## config.mk

```make
export PLATFORM = sky130hd
export DESIGN_NAME = ccr_top
export DESIGN_NICKNAME = d
export VERILOG_FILES = /design/src/hw/ccr_pkg.sv /design/src/hw/ccr_regs_if.sv /design/src/hw/ccr_i2c_slave.sv /design/src/hw/ccr_top.sv
export SDC_FILE = /design/constraint.sdc
export NUM_CORES = 1
export LEC_CHECK = 0
export CORE_MARGIN = 2
export CORE_UTILIZATION = 56
export CTS_CLUSTER_DIAMETER = 80
export CTS_CLUSTER_SIZE = 8
export DETAILED_ROUTE_END_ITERATION = 6
export DONT_BUFFER_PORTS = 1
export PLACE_DENSITY = 0.71
export SLEW_MARGIN = 20
export SYNTH_ARGS = -nofsm -noshare
export SYNTH_HDL_FRONTEND = slang
export SYNTH_SLANG_ARGS = --single-unit
```

## constraint.sdc

```tcl
create_clock -name clk -period 13.2 [get_ports clk]
set_clock_uncertainty 0.05 [all_clocks]
set_input_delay 1.98 -clock clk [delete_from_list [all_inputs] [get_ports clk]]
set_output_delay 1.98 -clock clk [all_outputs]
set_load 0.005 [all_outputs]
```

## src/hw/ccr_pkg.sv

```systemverilog
// constants shared by the charge counter and its serial register port
package ccr_pkg;
    // register subaddresses
    localparam logic [7:0] SUB_CTRL      = 8'h01;
    localparam logic [7:0] SUB_THRESH    = 8'h02;
    localparam logic [7:0] SUB_CHARGE    = 8'h03;
    localparam logic [7:0] SUB_FAULT     = 8'h04;
    localparam logic [7:0] SUB_INT       = 8'h05;
    // reset values
    localparam logic [7:0] RST_CTRL      = 8'h00;
    localparam logic [7:0] RST_THRESH    = 8'hff;
    localparam logic [7:0] RST_CHARGE    = 8'h00;
    localparam logic [7:0] RST_FAULT     = 8'h00;
    localparam logic [7:0] RST_INT       = 8'h00;
    // field positions
    localparam int         CTRL_PRESC_LSB = 0;
    localparam int         CTRL_VSEL_LSB  = 4;
    localparam int         CTRL_VSEL_EN   = 7;
    localparam int         INT_CLEAR      = 0;
    localparam int         INT_TEST       = 1;
    localparam int         FLT_TIMEOUT    = 0;
    localparam int         FLT_OVERFLOW   = 1;
    localparam int         FLT_ALARM      = 2;
    // serial slave address
    localparam logic [6:0] SLAVE_ADDR    = 7'h64;
    // counter chain geometry
    localparam int         ACC_W         = 8;
    localparam int         RIP_W         = 42;
    localparam int         CHAIN_W       = 50;
    // timing
    localparam real        CLK_MHZ             = 10.0;
    localparam real        FULL_SCALE_ON_TIME_US = 11.74;
    localparam int         FS_CYCLES     = int'($floor(FULL_SCALE_ON_TIME_US * CLK_MHZ));
    localparam real        IRQ_RELEASE_US = 1.0;
    localparam int         REL_CYCLES    = int'($ceil(IRQ_RELEASE_US * CLK_MHZ));
    // converter burst states
    typedef enum logic [1:0] {CV_SLEEP, CV_CHARGE, CV_DISCHARGE} ccr_conv_t;
endpackage : ccr_pkg

```

## src/hw/ccr_regs_if.sv

```systemverilog
// register access strobes between the serial port and the register bank
`timescale 1ns/1ps
interface ccr_regs_if;
    logic       wr_stb;
    logic [7:0] sub_addr;
    logic [7:0] wdata;
    logic [7:0] rdata;
    modport port (output wr_stb, output sub_addr, output wdata, input rdata);
    modport regs (input wr_stb, input sub_addr, input wdata, output rdata);
endinterface : ccr_regs_if

```

## src/hw/ccr_i2c_slave.sv

```systemverilog
// serial slave: address match, subaddress pointer, byte writes and reads
`timescale 1ns/1ps
module ccr_i2c_slave (
    input  wire logic  clk,
    input  wire logic  rst,
    input  wire logic  scl_in,
    input  wire logic  sda_in,
    output logic       sda_out,
    output logic       sda_oe_n,
    ccr_regs_if.port   rb
);
    typedef enum logic [3:0] {
        ST_IDLE, ST_ADDR, ST_ACK_A, ST_SUB, ST_ACK_S, ST_WR, ST_ACK_W, ST_RD, ST_ACK_R
    } ccr_i2c_t;

    ccr_i2c_t   state_ff;
    logic       scl_q_ff;
    logic       sda_q_ff;
    logic [3:0] cnt_ff;
    logic [7:0] sh_ff;
    logic [7:0] ptr_ff;
    logic       rw_ff;
    logic       nack_ff;
    logic       oe_n_ff;
    logic       wr_ff;

    // ------------------------------------------------------------
    // bus event decode
    // ------------------------------------------------------------
    wire scl_rise = scl_in & ~scl_q_ff;
    wire scl_fall = ~scl_in & scl_q_ff;
    wire start_ev = scl_in & scl_q_ff & sda_q_ff & ~sda_in;
    wire stop_ev  = scl_in & scl_q_ff & ~sda_q_ff & sda_in;
    wire byte_in  = (state_ff == ST_ADDR) || (state_ff == ST_SUB) || (state_ff == ST_WR);
    wire addr_hit = (sh_ff[7:1] == ccr_pkg::SLAVE_ADDR);

    assign sda_out     = 1'b0;     // open drain, only ever pulls low
    assign sda_oe_n    = oe_n_ff;
    assign rb.wr_stb   = wr_ff;
    assign rb.sub_addr = ptr_ff;
    assign rb.wdata    = sh_ff;

    // ------------------------------------------------------------
    // edge history: previous clock and data line levels
    // ------------------------------------------------------------
    always_ff @(posedge clk or posedge rst) begin
        if (rst) begin
            scl_q_ff <= 1'b1;
            sda_q_ff <= 1'b1;
        end else begin
            scl_q_ff <= scl_in;
            sda_q_ff <= sda_in;
        end
    end

    // protocol sequencer, samples on clock rise and drives on clock fall
    always_ff @(posedge clk or posedge rst) begin
        if (rst) begin
            state_ff <= ST_IDLE;
            cnt_ff   <= 4'h0;
            sh_ff    <= 8'h00;
            ptr_ff   <= 8'h00;
            rw_ff    <= 1'b0;
            nack_ff  <= 1'b0;
            oe_n_ff  <= 1'b1;
            wr_ff    <= 1'b0;
        end else begin
            wr_ff <= 1'b0;
            if (start_ev) begin
                state_ff <= ST_ADDR;
                cnt_ff   <= 4'h0;
                oe_n_ff  <= 1'b1;
            end else if (stop_ev) begin
                state_ff <= ST_IDLE;
                oe_n_ff  <= 1'b1;
            end else if (scl_rise) begin
                if (byte_in) begin
                    sh_ff  <= {sh_ff[6:0], sda_in};
                    cnt_ff <= cnt_ff + 4'h1;
                end else if (state_ff == ST_RD) begin
                    cnt_ff <= cnt_ff + 4'h1;
                end else if (state_ff == ST_ACK_R) begin
                    nack_ff <= sda_in;
                end
            end else if (scl_fall) begin
                case (state_ff)
                    ST_ADDR: begin
                        if (cnt_ff == 4'h8) begin
                            state_ff <= addr_hit ? ST_ACK_A : ST_IDLE;
                            oe_n_ff  <= ~addr_hit;
                            rw_ff    <= sh_ff[0];
                        end
                    end
                    ST_SUB, ST_WR: begin
                        if (cnt_ff == 4'h8) begin
                            state_ff <= (state_ff == ST_SUB) ? ST_ACK_S : ST_ACK_W;
                            oe_n_ff  <= 1'b0;
                            if (state_ff == ST_SUB) begin
                                ptr_ff <= sh_ff;
                            end else begin
                                wr_ff <= 1'b1;
                            end
                        end
                    end
                    ST_ACK_A, ST_ACK_R: begin
                        cnt_ff <= 4'h0;
                        if (state_ff == ST_ACK_R && nack_ff) begin
                            state_ff <= ST_IDLE;
                            oe_n_ff  <= 1'b1;
                        end else if (rw_ff) begin
                            state_ff <= ST_RD;
                            sh_ff    <= rb.rdata;
                            oe_n_ff  <= rb.rdata[7];
                        end else begin
                            state_ff <= ST_SUB;
                            oe_n_ff  <= 1'b1;
                        end
                    end
                    ST_ACK_S, ST_ACK_W: begin
                        state_ff <= ST_WR;
                        cnt_ff   <= 4'h0;
                        oe_n_ff  <= 1'b1;
                        if (state_ff == ST_ACK_W) begin
                            ptr_ff <= ptr_ff + 8'h01;
                        end
                    end
                    ST_RD: begin
                        if (cnt_ff == 4'h8) begin
                            state_ff <= ST_ACK_R;
                            oe_n_ff  <= 1'b1;
                            ptr_ff   <= ptr_ff + 8'h01;
                        end else begin
                            oe_n_ff  <= sh_ff[3'(7 - cnt_ff)];
                        end
                    end
                    default: begin
                        oe_n_ff <= 1'b1;
                    end
                endcase
            end
        end
    end
endmodule : ccr_i2c_slave

```

## src/hw/ccr_top.sv

```systemverilog
// charge counter chain with its serially reached register bank
`timescale 1ns/1ps
module ccr_top (
    input  wire logic       clk,
    input  wire logic       rst,
    input  wire logic       scl_in,
    input  wire logic       sda_in,
    output logic            sda_out,
    output logic            sda_oe_n,
    input  wire logic       peak_reached,
    input  wire logic       zero_reached,
    input  wire logic       above_sleep,
    output logic            switch_charge,
    output logic            switch_discharge,
    output logic            irq_n,
    output logic [2:0]      vout_sel,
    output logic            vout_sel_valid
);
    // ------------------------------------------------------------
    // state
    // ------------------------------------------------------------
    ccr_pkg::ccr_conv_t         conv_ff;
    logic [7:0]                 ctrl_ff;
    logic [7:0]                 thresh_ff;
    logic [1:0]                 int_ff;
    logic [2:0]                 fault_ff;
    logic [ccr_pkg::ACC_W-1:0]  acc_ff;
    logic [ccr_pkg::RIP_W-1:0]  rip_ff;
    logic [7:0]                 phase_cnt_ff;
    logic [7:0]                 charge_ff;
    logic                       pend_ff;
    logic                       chk_ff;
    logic                       tog_ff;
    logic [3:0]                 rel_ff;
    logic                       irq_n_ff;
    logic [2:0]                 vsel_ff;
    logic                       vsel_ok_ff;
    logic                       sw_c_ff;
    logic                       sw_d_ff;

    ccr_regs_if rb ();

    ccr_i2c_slave u_i2c (
        .clk      (clk),
        .rst      (rst),
        .scl_in   (scl_in),
        .sda_in   (sda_in),
        .sda_out  (sda_out),
        .sda_oe_n (sda_oe_n),
        .rb       (rb.port)
    );

    // ------------------------------------------------------------
    // register decode
    // ------------------------------------------------------------
    wire wr_ctrl   = rb.wr_stb && (rb.sub_addr == ccr_pkg::SUB_CTRL);
    wire wr_thresh = rb.wr_stb && (rb.sub_addr == ccr_pkg::SUB_THRESH);
    wire wr_charge = rb.wr_stb && (rb.sub_addr == ccr_pkg::SUB_CHARGE);
    wire wr_int    = rb.wr_stb && (rb.sub_addr == ccr_pkg::SUB_INT);
    wire clr_req   = wr_int && rb.wdata[ccr_pkg::INT_CLEAR];

    // readable window of the chain, moved down by the prescaler
    wire [3:0]                   presc   = ctrl_ff[ccr_pkg::CTRL_PRESC_LSB +: 4];
    wire [5:0]                   win_sh  = 6'(ccr_pkg::RIP_W) - {2'b00, presc};
    wire [ccr_pkg::CHAIN_W-1:0]  chain   = {rip_ff, acc_ff};
    wire [7:0]                   win     = 8'(chain >> win_sh);
    wire [ccr_pkg::CHAIN_W-1:0]  win_msk = ccr_pkg::CHAIN_W'(8'hff) << win_sh;
    wire [ccr_pkg::CHAIN_W-1:0]  win_new = (chain & ~win_msk)
                                         | (ccr_pkg::CHAIN_W'(rb.wdata) << win_sh);

    // read multiplexer: write-only registers read as zero
    assign rb.rdata = (rb.sub_addr == ccr_pkg::SUB_CHARGE) ? win :
                      (rb.sub_addr == ccr_pkg::SUB_FAULT)  ? {5'h00, fault_ff} :
                      8'h00;

    // ------------------------------------------------------------
    // converter burst sequence
    // ------------------------------------------------------------
    wire phase_start = (conv_ff != ccr_pkg::CV_CHARGE) && !above_sleep
                     && ((conv_ff == ccr_pkg::CV_SLEEP) || zero_reached);
    wire timeout     = (conv_ff == ccr_pkg::CV_CHARGE)
                     && (phase_cnt_ff == 8'(ccr_pkg::FS_CYCLES)) && !peak_reached;
    wire phase_end   = (conv_ff == ccr_pkg::CV_CHARGE) && peak_reached;
    wire [15:0] scaled = 16'(phase_cnt_ff) * 16'h00ff / 16'(ccr_pkg::FS_CYCLES);
    wire [7:0]  charge_q = (phase_cnt_ff >= 8'(ccr_pkg::FS_CYCLES)) ? 8'hff : scaled[7:0];

    // next converter state: sleep only after a discharge ends
    ccr_pkg::ccr_conv_t nxt_conv;
    always_comb begin
        nxt_conv = conv_ff;
        case (conv_ff)
            ccr_pkg::CV_SLEEP: begin
                if (!above_sleep) nxt_conv = ccr_pkg::CV_CHARGE;
            end
            ccr_pkg::CV_CHARGE: begin
                if (peak_reached) nxt_conv = ccr_pkg::CV_DISCHARGE;
            end
            ccr_pkg::CV_DISCHARGE: begin
                if (zero_reached) begin
                    nxt_conv = above_sleep ? ccr_pkg::CV_SLEEP : ccr_pkg::CV_CHARGE;
                end
            end
            default: nxt_conv = ccr_pkg::CV_SLEEP;
        endcase
    end

    // switch drive and charge phase timer
    always_ff @(posedge clk or posedge rst) begin
        if (rst) begin
            conv_ff      <= ccr_pkg::CV_SLEEP;
            sw_c_ff      <= 1'b0;
            sw_d_ff      <= 1'b0;
            phase_cnt_ff <= 8'h00;
            charge_ff    <= 8'h00;
        end else begin
            conv_ff <= nxt_conv;
            sw_c_ff <= (nxt_conv == ccr_pkg::CV_CHARGE);
            sw_d_ff <= (nxt_conv == ccr_pkg::CV_DISCHARGE);
            if (phase_start) begin
                phase_cnt_ff <= 8'h00;
            end else if (conv_ff == ccr_pkg::CV_CHARGE && !timeout) begin
                phase_cnt_ff <= phase_cnt_ff + 8'h01;
            end
            if (phase_end) begin
                charge_ff <= charge_q;
            end
        end
    end

    // ------------------------------------------------------------
    // accumulator and ripple counter
    // ------------------------------------------------------------
    wire [8:0]  acc_sum = {1'b0, acc_ff} + {1'b0, charge_ff};
    wire        carry   = phase_start && acc_sum[8];
    wire [42:0] rip_msk = (43'h1 << (6'(ccr_pkg::RIP_W) - {2'b00, presc})) - 43'h1;
    wire        ovf_ev  = carry && ((rip_ff & rip_msk[41:0]) == rip_msk[41:0]);

    // chain updates only on a charge start or a window write; sleep holds it
    always_ff @(posedge clk or posedge rst) begin
        if (rst) begin
            acc_ff <= '0;
            rip_ff <= '0;
        end else if (wr_charge) begin
            {rip_ff, acc_ff} <= win_new;
        end else if (phase_start) begin
            acc_ff <= acc_sum[7:0];
            rip_ff <= rip_ff + ccr_pkg::RIP_W'(carry);
        end
    end

    // ------------------------------------------------------------
    // control registers
    // ------------------------------------------------------------
    always_ff @(posedge clk or posedge rst) begin
        if (rst) begin
            ctrl_ff    <= ccr_pkg::RST_CTRL;
            thresh_ff  <= ccr_pkg::RST_THRESH;
            int_ff     <= ccr_pkg::RST_INT[1:0];
            vsel_ff    <= 3'h0;
            vsel_ok_ff <= 1'b0;
        end else begin
            if (wr_ctrl) begin
                ctrl_ff <= rb.wdata;
            end
            if (wr_ctrl && rb.wdata[ccr_pkg::CTRL_VSEL_EN]) begin
                vsel_ff    <= rb.wdata[ccr_pkg::CTRL_VSEL_LSB +: 3];
                vsel_ok_ff <= 1'b1;
            end
            if (wr_thresh) begin
                thresh_ff <= rb.wdata;
            end
            // clear bit self-clears one cycle after acting; test bit holds
            int_ff[ccr_pkg::INT_CLEAR] <= clr_req;
            if (wr_int) begin
                int_ff[ccr_pkg::INT_TEST] <= rb.wdata[ccr_pkg::INT_TEST];
            end
        end
    end

    // ------------------------------------------------------------
    // faults, threshold check and interrupt pin
    // ------------------------------------------------------------
    wire alarm_ev = chk_ff && (win >= thresh_ff);
    wire any_ev   = timeout || ovf_ev || alarm_ev;
    wire [2:0] ev_vec = {alarm_ev, ovf_ev, timeout};

    // sticky faults: a new event wins over a clear in the same cycle
    always_ff @(posedge clk or posedge rst) begin
        if (rst) begin
            fault_ff <= ccr_pkg::RST_FAULT[2:0];
            pend_ff  <= 1'b0;
            chk_ff   <= 1'b0;
        end else begin
            chk_ff   <= phase_end || wr_charge;
            fault_ff <= (clr_req ? 3'h0 : fault_ff) | ev_vec;
            pend_ff  <= (pend_ff && !clr_req) || any_ev;
        end
    end

    // pin driver: release window after a clear, test mode shows ripple clock
    always_ff @(posedge clk or posedge rst) begin
        if (rst) begin
            rel_ff   <= 4'h0;
            tog_ff   <= 1'b0;
            irq_n_ff <= 1'b1;
        end else begin
            if (clr_req) begin
                rel_ff <= 4'(ccr_pkg::REL_CYCLES);
            end else if (rel_ff != 4'h0) begin
                rel_ff <= rel_ff - 4'h1;
            end
            tog_ff <= tog_ff ^ carry;
            if (int_ff[ccr_pkg::INT_TEST]) begin
                irq_n_ff <= ~tog_ff;
            end else begin
                irq_n_ff <= ~(pend_ff && (rel_ff == 4'h0) && !clr_req);
            end
        end
    end

    assign irq_n            = irq_n_ff;
    assign switch_charge    = sw_c_ff;
    assign switch_discharge = sw_d_ff;
    assign vout_sel         = vsel_ff;
    assign vout_sel_valid   = vsel_ok_ff;
endmodule : ccr_top

```

==> impl_metrics.tcl, run 1 <==
set metrics [dict create \
    r2r-start "phase_cnt_ff[5]" \
    cts_max_level 4 \
    wl_met1_mm 20.2 \
    max_freq_mhz 79.6 \
    clk_latency_ns 0.44 \
    switching_share_pct 53.4 \
    portBuffers 0 \
    outcome "finished clean" \
    crit_start "phase_cnt_ff[5]" \
    synth_top_area_share_pct 19.2 \
    ios 16 \
    grt_max_degree 73 \
    crit_slowest_cell "or4b_1" \
    route.detailed.drc 0 \
    yosys_warnings 0 \
    worst-path-max-fanout 10 \
    wl_per_cell_um 21.0 \
    drtIter0Drc 1668 \
    drt_wl_total_mm 46.8 \
    syn_to_final_growth_pct 5.23 \
    grt_pass1_wl_mm 74.9 \
    maxUsedRoutingLayer "met4" \
    path_common_cell "fa_1" \
    antennaDiodeCount 0 \
    path_class "reg -> reg" \
    path_buf_inv 2 \
    pwr-share-seq_pct 13.3 \
    relSlewSlack_pct 18.2 \
    ys_ff_latch 128 \
    core-area_um2 26700 \
    hp-start "int_ff[1]" \
    die_y_um 168 \
    place_area_um2 15300 \
    numCtsBuffers 17 \
    crit_required_ns 13.49 \
    cts.sinks 128 \
    hpwl_mm 34.2 \
    rsz0062_at_grt "no" \
    clk_path_buf_depth 2 \
    drv_slew 0 \
    routed-wl-met2_mm 21.0 \
    peakVddDrop_mv 0.341 \
    grt_overflow_total 0 \
    fin_crit_sh_pct 95.2 \
    fp.dieArea_um2 28400 \
    ys_top_cells_by_area "dfrtp_1 (19%), ha_1 (7.4%), nand2_1 (6.0%)" \
    yosysSeqAreaShare_pct 21.3 \
    p_per_area_nw_per_um2 242 \
    period_minus_slack_ns 12.57 \
    drt-pass1-iter-count 6 \
    hp-class "reg -> reg" \
    grt_antenna_before_repair 0 \
    arrival_ns 12.86 \
    dr_wl_met3_mm 3.84 \
    critPathMaxStageDelay_ns 0.66 \
    yosysTopAreaCell "dfrtp_1" \
    drtAntennaViolNets 0 \
    power_switching_uw 2060 \
    tns_ns 0 \
    layout.nets 2005 \
    combPwrFrac_pct 73.4 \
    vias 15100 \
    async_reset_ff_share_pct 100 \
    tritoncts "built" \
    initial_utilization_pct 56.6 \
    die_w_um 168 \
    hold_viol 0 \
    via_per_inst 6.74 \
    synth_cells 1962 \
    grt_pass1_vias 13600 \
    p_leak_uw 0.00657 \
    finalSetupViolCount 0 \
    layout-drive-gt1-share_pct 8.93 \
    synthDistinctLibCells 111 \
    synth_area_um2 15100 \
    rows 60 \
    maxCapViolations 0 \
    clock_power_share_pct 13.3 \
    crit_path_start_kind "flip-flop" \
    crit_family "compound AO/OA/AOI/OAI gates" \
    stdcell_area_um2 15900 \
    place.gp.congestion 1.02 \
    ys.flop_type "dfrtp_1" \
    worst_pin_slew_ns 1.22 \
    syn_avg_cell_area_um2 7.72 \
    grt.total_usage_pct 32.8 \
    path_clk_slew_ns 0.07 \
    critPathCaptureType "flip-flop" \
    cts_root_buffer "clkbuf_16" \
    synth-edff-count 0 \
    p_int_uw 1800 \
]
==> worst paths after layout <==
path	to	slack (ns)	cells after the start
hold / removal	irq_n	0.41	1
min in group asynchronous	u_i2c.rb.sub_addr[5]	1.46	1
hold reg to reg	irq_n	0.41	1
setup reg to reg	charge_ff[0]	0.63	40
setup / recovery	charge_ff[0]	0.63	40
max in group asynchronous	rip_ff[16]	10.36	2
==> synthesized netlist by cell type (10+ instances only) <==
master      n
dfrtp_1   116
a211oi_1   24
fa_1       29
xnor2_1    54
xor2_1     31
and2_1     15
ha_1       90
nand3_1    64
inv_1     106
a21oi_1   159
o211ai_1   29
o22ai_1    22
a31oi_1    20
nand2_1   243
nor3_1     40
a221oi_1   20
nor2b_1    16
o21ai_0   156
buf_1      16
clkbuf_1  100
nand4_1    20
nand2b_1   16
a221o_1    13
mux2_2     34
o21bai_1   10
mux2i_1    55
a22oi_1    13
nor4_1     17
and3_1     27
o31ai_1    10
dfstp_2    12
or3_1      12
nor2_1    163
mux4_2     11
a21o_1     25
==> per-layer routing <==
layer / vias up / GRT usage (%)
met5: - / 0
met4: 0 / 12.4
met1: 7218 / 45.6
met3: 133 / 5.81
met2: 726 / 51.1
li1: 6974 / -
==> power groups by stage <==
stage | Combinational (uW) | Clock, uW | Sequential [uW]
after floorplan | 2250 | 0 | 477
after global placement | 2700 | 0 | 514
after detailed placement | 2730 | 0 | 516
after CTS | 2750 | 517 | 510
after global routing | 3150 | 532 | 518
final | 2830 | 515 | 511
==> stage by stage <==
step | setup slack (ns) | util [%] | total power, uW | hold WS, ns | cells
floorplan | 1.75 | - | 2720 | 0.347 | 1963
global placement | 0.965 | 57.1 | 3210 | 0.410 | 2199
detailed placement | 0.576 | 57.1 | 3240 | 0.412 | 2199
CTS | 0.554 | 59.4 | 3780 | 0.424 | 2231
global route | 0.00929 | 59.6 | 4200 | 0.429 | 2233
finish | 0.632 | 59.6 | 3850 | 0.412 | 2233
==> cells in the final DEF (no fill, tap or decap), drive strengths merged, types with 20 or more instances in the layout <==
cell / n
nand2: 244
a221oi: 21
nor2: 164
fa: 29
nand3: 65
a31oi: 22
mux2i: 58
o22ai: 22
a21o: 25
dfrtp: 116
and3: 27
a21oi: 159
xnor2: 57
ha: 90
o21ai: 163
buf: 23
xor2: 32
inv: 116
nor3: 42
mux2: 35
o211ai: 30
a211oi: 25
nand4: 20
==> state kept, by name (all words and copies together), names as in the netlist, 4 cells and up <==
| signal | cells |
|---|---|
| phase_cnt_ff | 8 |
| acc_ff | 8 |
| charge_ff | 8 |
| u_i2c.rb.sub_addr | 8 |
| u_i2c.rb.wdata | 8 |
| u_i2c.state_ff | 4 |
| thresh_ff | 8 |
| ctrl_ff | 4 |
| rel_ff | 4 |
| rip_ff | 42 |
| u_i2c.cnt_ff | 4 |
==> what timing repair did <==
action / CTS / global route
buffers inserted: 0 / 2
resized for setup: 0 / 8
hold buffers: 0 / 0
setup endpoints to repair: 0 / 1
==> logic make-up (layout without fill, tap and decap cells) <==
logic type / count (synthesis) / in the layout / share of synthesized area (%)
compound gates: 613 / 613 / 26.8
xor+xnor: 90 / 90 / 5.50
fa+ha+maj: 123 / 123 / 11.5
buf+inv: 234 / 163 / 5.94
flops: 128 / 128 / 21.3
mux: 104 / 104 / 8.23
other cells: 2 / 3 / 0.0496
simple gates: 668 / 668 / 20.6
==> final cells by class <==
cell class	count	area, um^2
sequential	128	3220
timing repair buffer	23	173
tap	341	427
inverter	108	410
fill	2428	10800
clock inverter	14	190
clock buffer	18	429
multi-input combinational	1601	11100
No activity file was read; power rests on OpenSTA's default activity.
==> run 2, diff against run 1 <==
--- a/config.mk
+++ b/config.mk
@@ -6,12 +6,12 @@
 export NUM_CORES = 1
 export LEC_CHECK = 0
 export CORE_MARGIN = 2
-export CORE_UTILIZATION = 56
+export CORE_UTILIZATION = 55
 export CTS_CLUSTER_DIAMETER = 80
 export CTS_CLUSTER_SIZE = 8
 export DETAILED_ROUTE_END_ITERATION = 6
 export DONT_BUFFER_PORTS = 1
-export PLACE_DENSITY = 0.71
+export PLACE_DENSITY = 0.7
 export SLEW_MARGIN = 20
 export SYNTH_ARGS = -nofsm -noshare
 export SYNTH_HDL_FRONTEND = slang
==> impl_metrics.tcl, run 2 (synthesis gave the netlist of run 1 again) <==
set metrics [dict create \
    hpwl_mm 33.6 \
    r2r_slack_ns 0.85 \
    route.detailed.drc 6 \
    failed_checks "DRC" \
    worst_pin_slew_ns 1.06 \
    rows 60 \
    peakVddDrop_mv 0.246 \
    switching_share_pct 53.3 \
    relSlewSlack_pct 29.0 \
    arrival_ns 12.61 \
    place.gp.congestion 0.975 \
    core-area_um2 27000 \
    period_minus_slack_ns 12.35 \
    numCtsBuffers 17 \
    initial_utilization_pct 56.0 \
    critPathMaxStageDelay_ns 0.66 \
    via_per_inst 6.69 \
    grt_antenna_before_repair 0 \
    ios 16 \
    max_freq_mhz 81.0 \
    layout-drive-gt1-share_pct 9.04 \
    p_per_area_nw_per_um2 238 \
    pwr-share-seq_pct 13.4 \
    drtIter0Drc 1419 \
    grt_max_degree 74 \
    min_to "irq_n" \
    hp-class "reg -> reg" \
    hold_buffers 0 \
    clk_latency_ns 0.43 \
    crit_path_start_kind "flip-flop" \
    grt_pass1_vias 14200 \
    grt_overflow_total 0 \
    top_register "rip_ff" \
    drv_slew 0 \
    fin_util_pct 59.0 \
    whs_path_depth 1 \
    grt_pass1_wl_mm 74.2 \
    hold_viol 0 \
    fp.dieArea_um2 28900 \
    layout_commonest_cell "nand2_1" \
    cts_max_level 4 \
    reg2reg_depth 40 \
    p_leak_uw 0.00656 \
    drtAntennaViolNets 0 \
    syn_to_final_growth_pct 5.26 \
    cts_root_buffer "clkbuf_16" \
    power_switching_uw 2020 \
    tns_ns 0 \
    worst-path-max-fanout 10 \
    layout_common_cells "nand2_1 (243), nor2_1 (162), a21oi_1 (159), o21ai_0 (156), dfrtp_1 (115)" \
    whs_ns 0.414 \
    p_int_uw 1770 \
    grt.total_usage_pct 31.9 \
    drt-pass1-iter-count 7 \
    crit_slowest_cell "or4b_1" \
    path_class "reg -> reg" \
    antennaDiodeCount 0 \
    place_ws_ns 0.588 \
    layout.nets 2004 \
    clock_power_share_pct 13.1 \
    portBuffers 0 \
    path_clk_slew_ns 0.06 \
    outcome "finished, violations left" \
    critPathCaptureType "flip-flop" \
    drt_wl_total_mm 46.0 \
    combPwrFrac_pct 73.5 \
    die_w_um 170 \
    stdcell_area_um2 15900 \
    clk_path_buf_depth 2 \
    die_y_um 170 \
    crit_required_ns 13.46 \
    tritoncts "built" \
    fin_crit_sh_pct 93.5 \
    hp-start "int_ff[1]" \
    path_common_cell "fa_1" \
    r2r-end "charge_ff[0]" \
    place_area_um2 15200 \
    finalSetupViolCount 0 \
    r2r-start "phase_cnt_ff[5]" \
    cts.sinks 128 \
    vias 14900 \
    worst_slack_ns 0.853 \
    wl_per_cell_um 20.6 \
    largest_register_ffs 42 \
    maxCapViolations 0 \
    rsz0062_at_grt "no" \
]
==> run 2: cell type report <==
| class | instances | area [um^2] |
|---|---|---|
| repair buffers | 21 | 158 |
| flip-flops and latches | 128 | 3220 |
| inverters | 108 | 410 |
| clock inverters | 14 | 168 |
| clock buffers | 18 | 439 |
| well taps | 341 | 427 |
| multi-input cells | 1602 | 11100 |
| fillers | 2486 | 11100 |
==> run 2: worst max-delay path by stage <==
stage	start	to	cells past startpoint	slack [ns]
3_3_place_gp	phase_cnt_ff[3]	charge_ff[0]	42	0.89
4_1_cts	phase_cnt_ff[3]	charge_ff[0]	42	0.52
5_1_grt	phase_cnt_ff[3]	charge_ff[0]	43	0.1
2_1_floorplan	phase_cnt_ff[5]	charge_ff[0]	42	1.75
3_5_place_dp	phase_cnt_ff[3]	charge_ff[0]	42	0.59
6_report	phase_cnt_ff[5]	charge_ff[0]	40	0.85
==> run 2: stage by stage <==
step | instances | power, uW
detailed placement | 2198 | 3230
finish | 2232 | 3790
global placement | 2198 | 3210
global route | 2232 | 4130
floorplan | 1963 | 2720
CTS | 2230 | 3740
==> run 2: per-layer routing <==
layer / GRT usage [%] / vias to the layer above / wire (um)
met3: 4.86 / 133 / 3700
met4: 13.2 / 0 / 1750
li1: - / 6961 / -
met1: 41.2 / 7157 / 18900
met2: 53.6 / 689 / 21700
met5: 0 / - / 0
==> run 2: worst max-delay path: cells and delay by family (launching register included) <==
family	cells	cell delay, ns
and+or+nand+nor	6	1.72
DFF	1	0.46
buffers and inverters	3	0.46
AOI/OAI and AO/OA	16	4.19
adders and majority gates	6	2.67
muxes	6	2.11
xor gates and xnor gates	3	0.56
==> run 2: power groups by stage <==
stage	clock network, uW	logic, uW	registers (uW)
after floorplan	0	2250	477
after global placement	0	2700	510
after detailed placement	0	2720	512
after CTS	500	2740	505
after global routing	518	3100	513
final	496	2790	507
==> run 2: timing repair <==
item,4_1_cts,5_1_grt
endpoints found under the setup margin,0,1
gates resized for setup,0,9
setup buffers,0,1
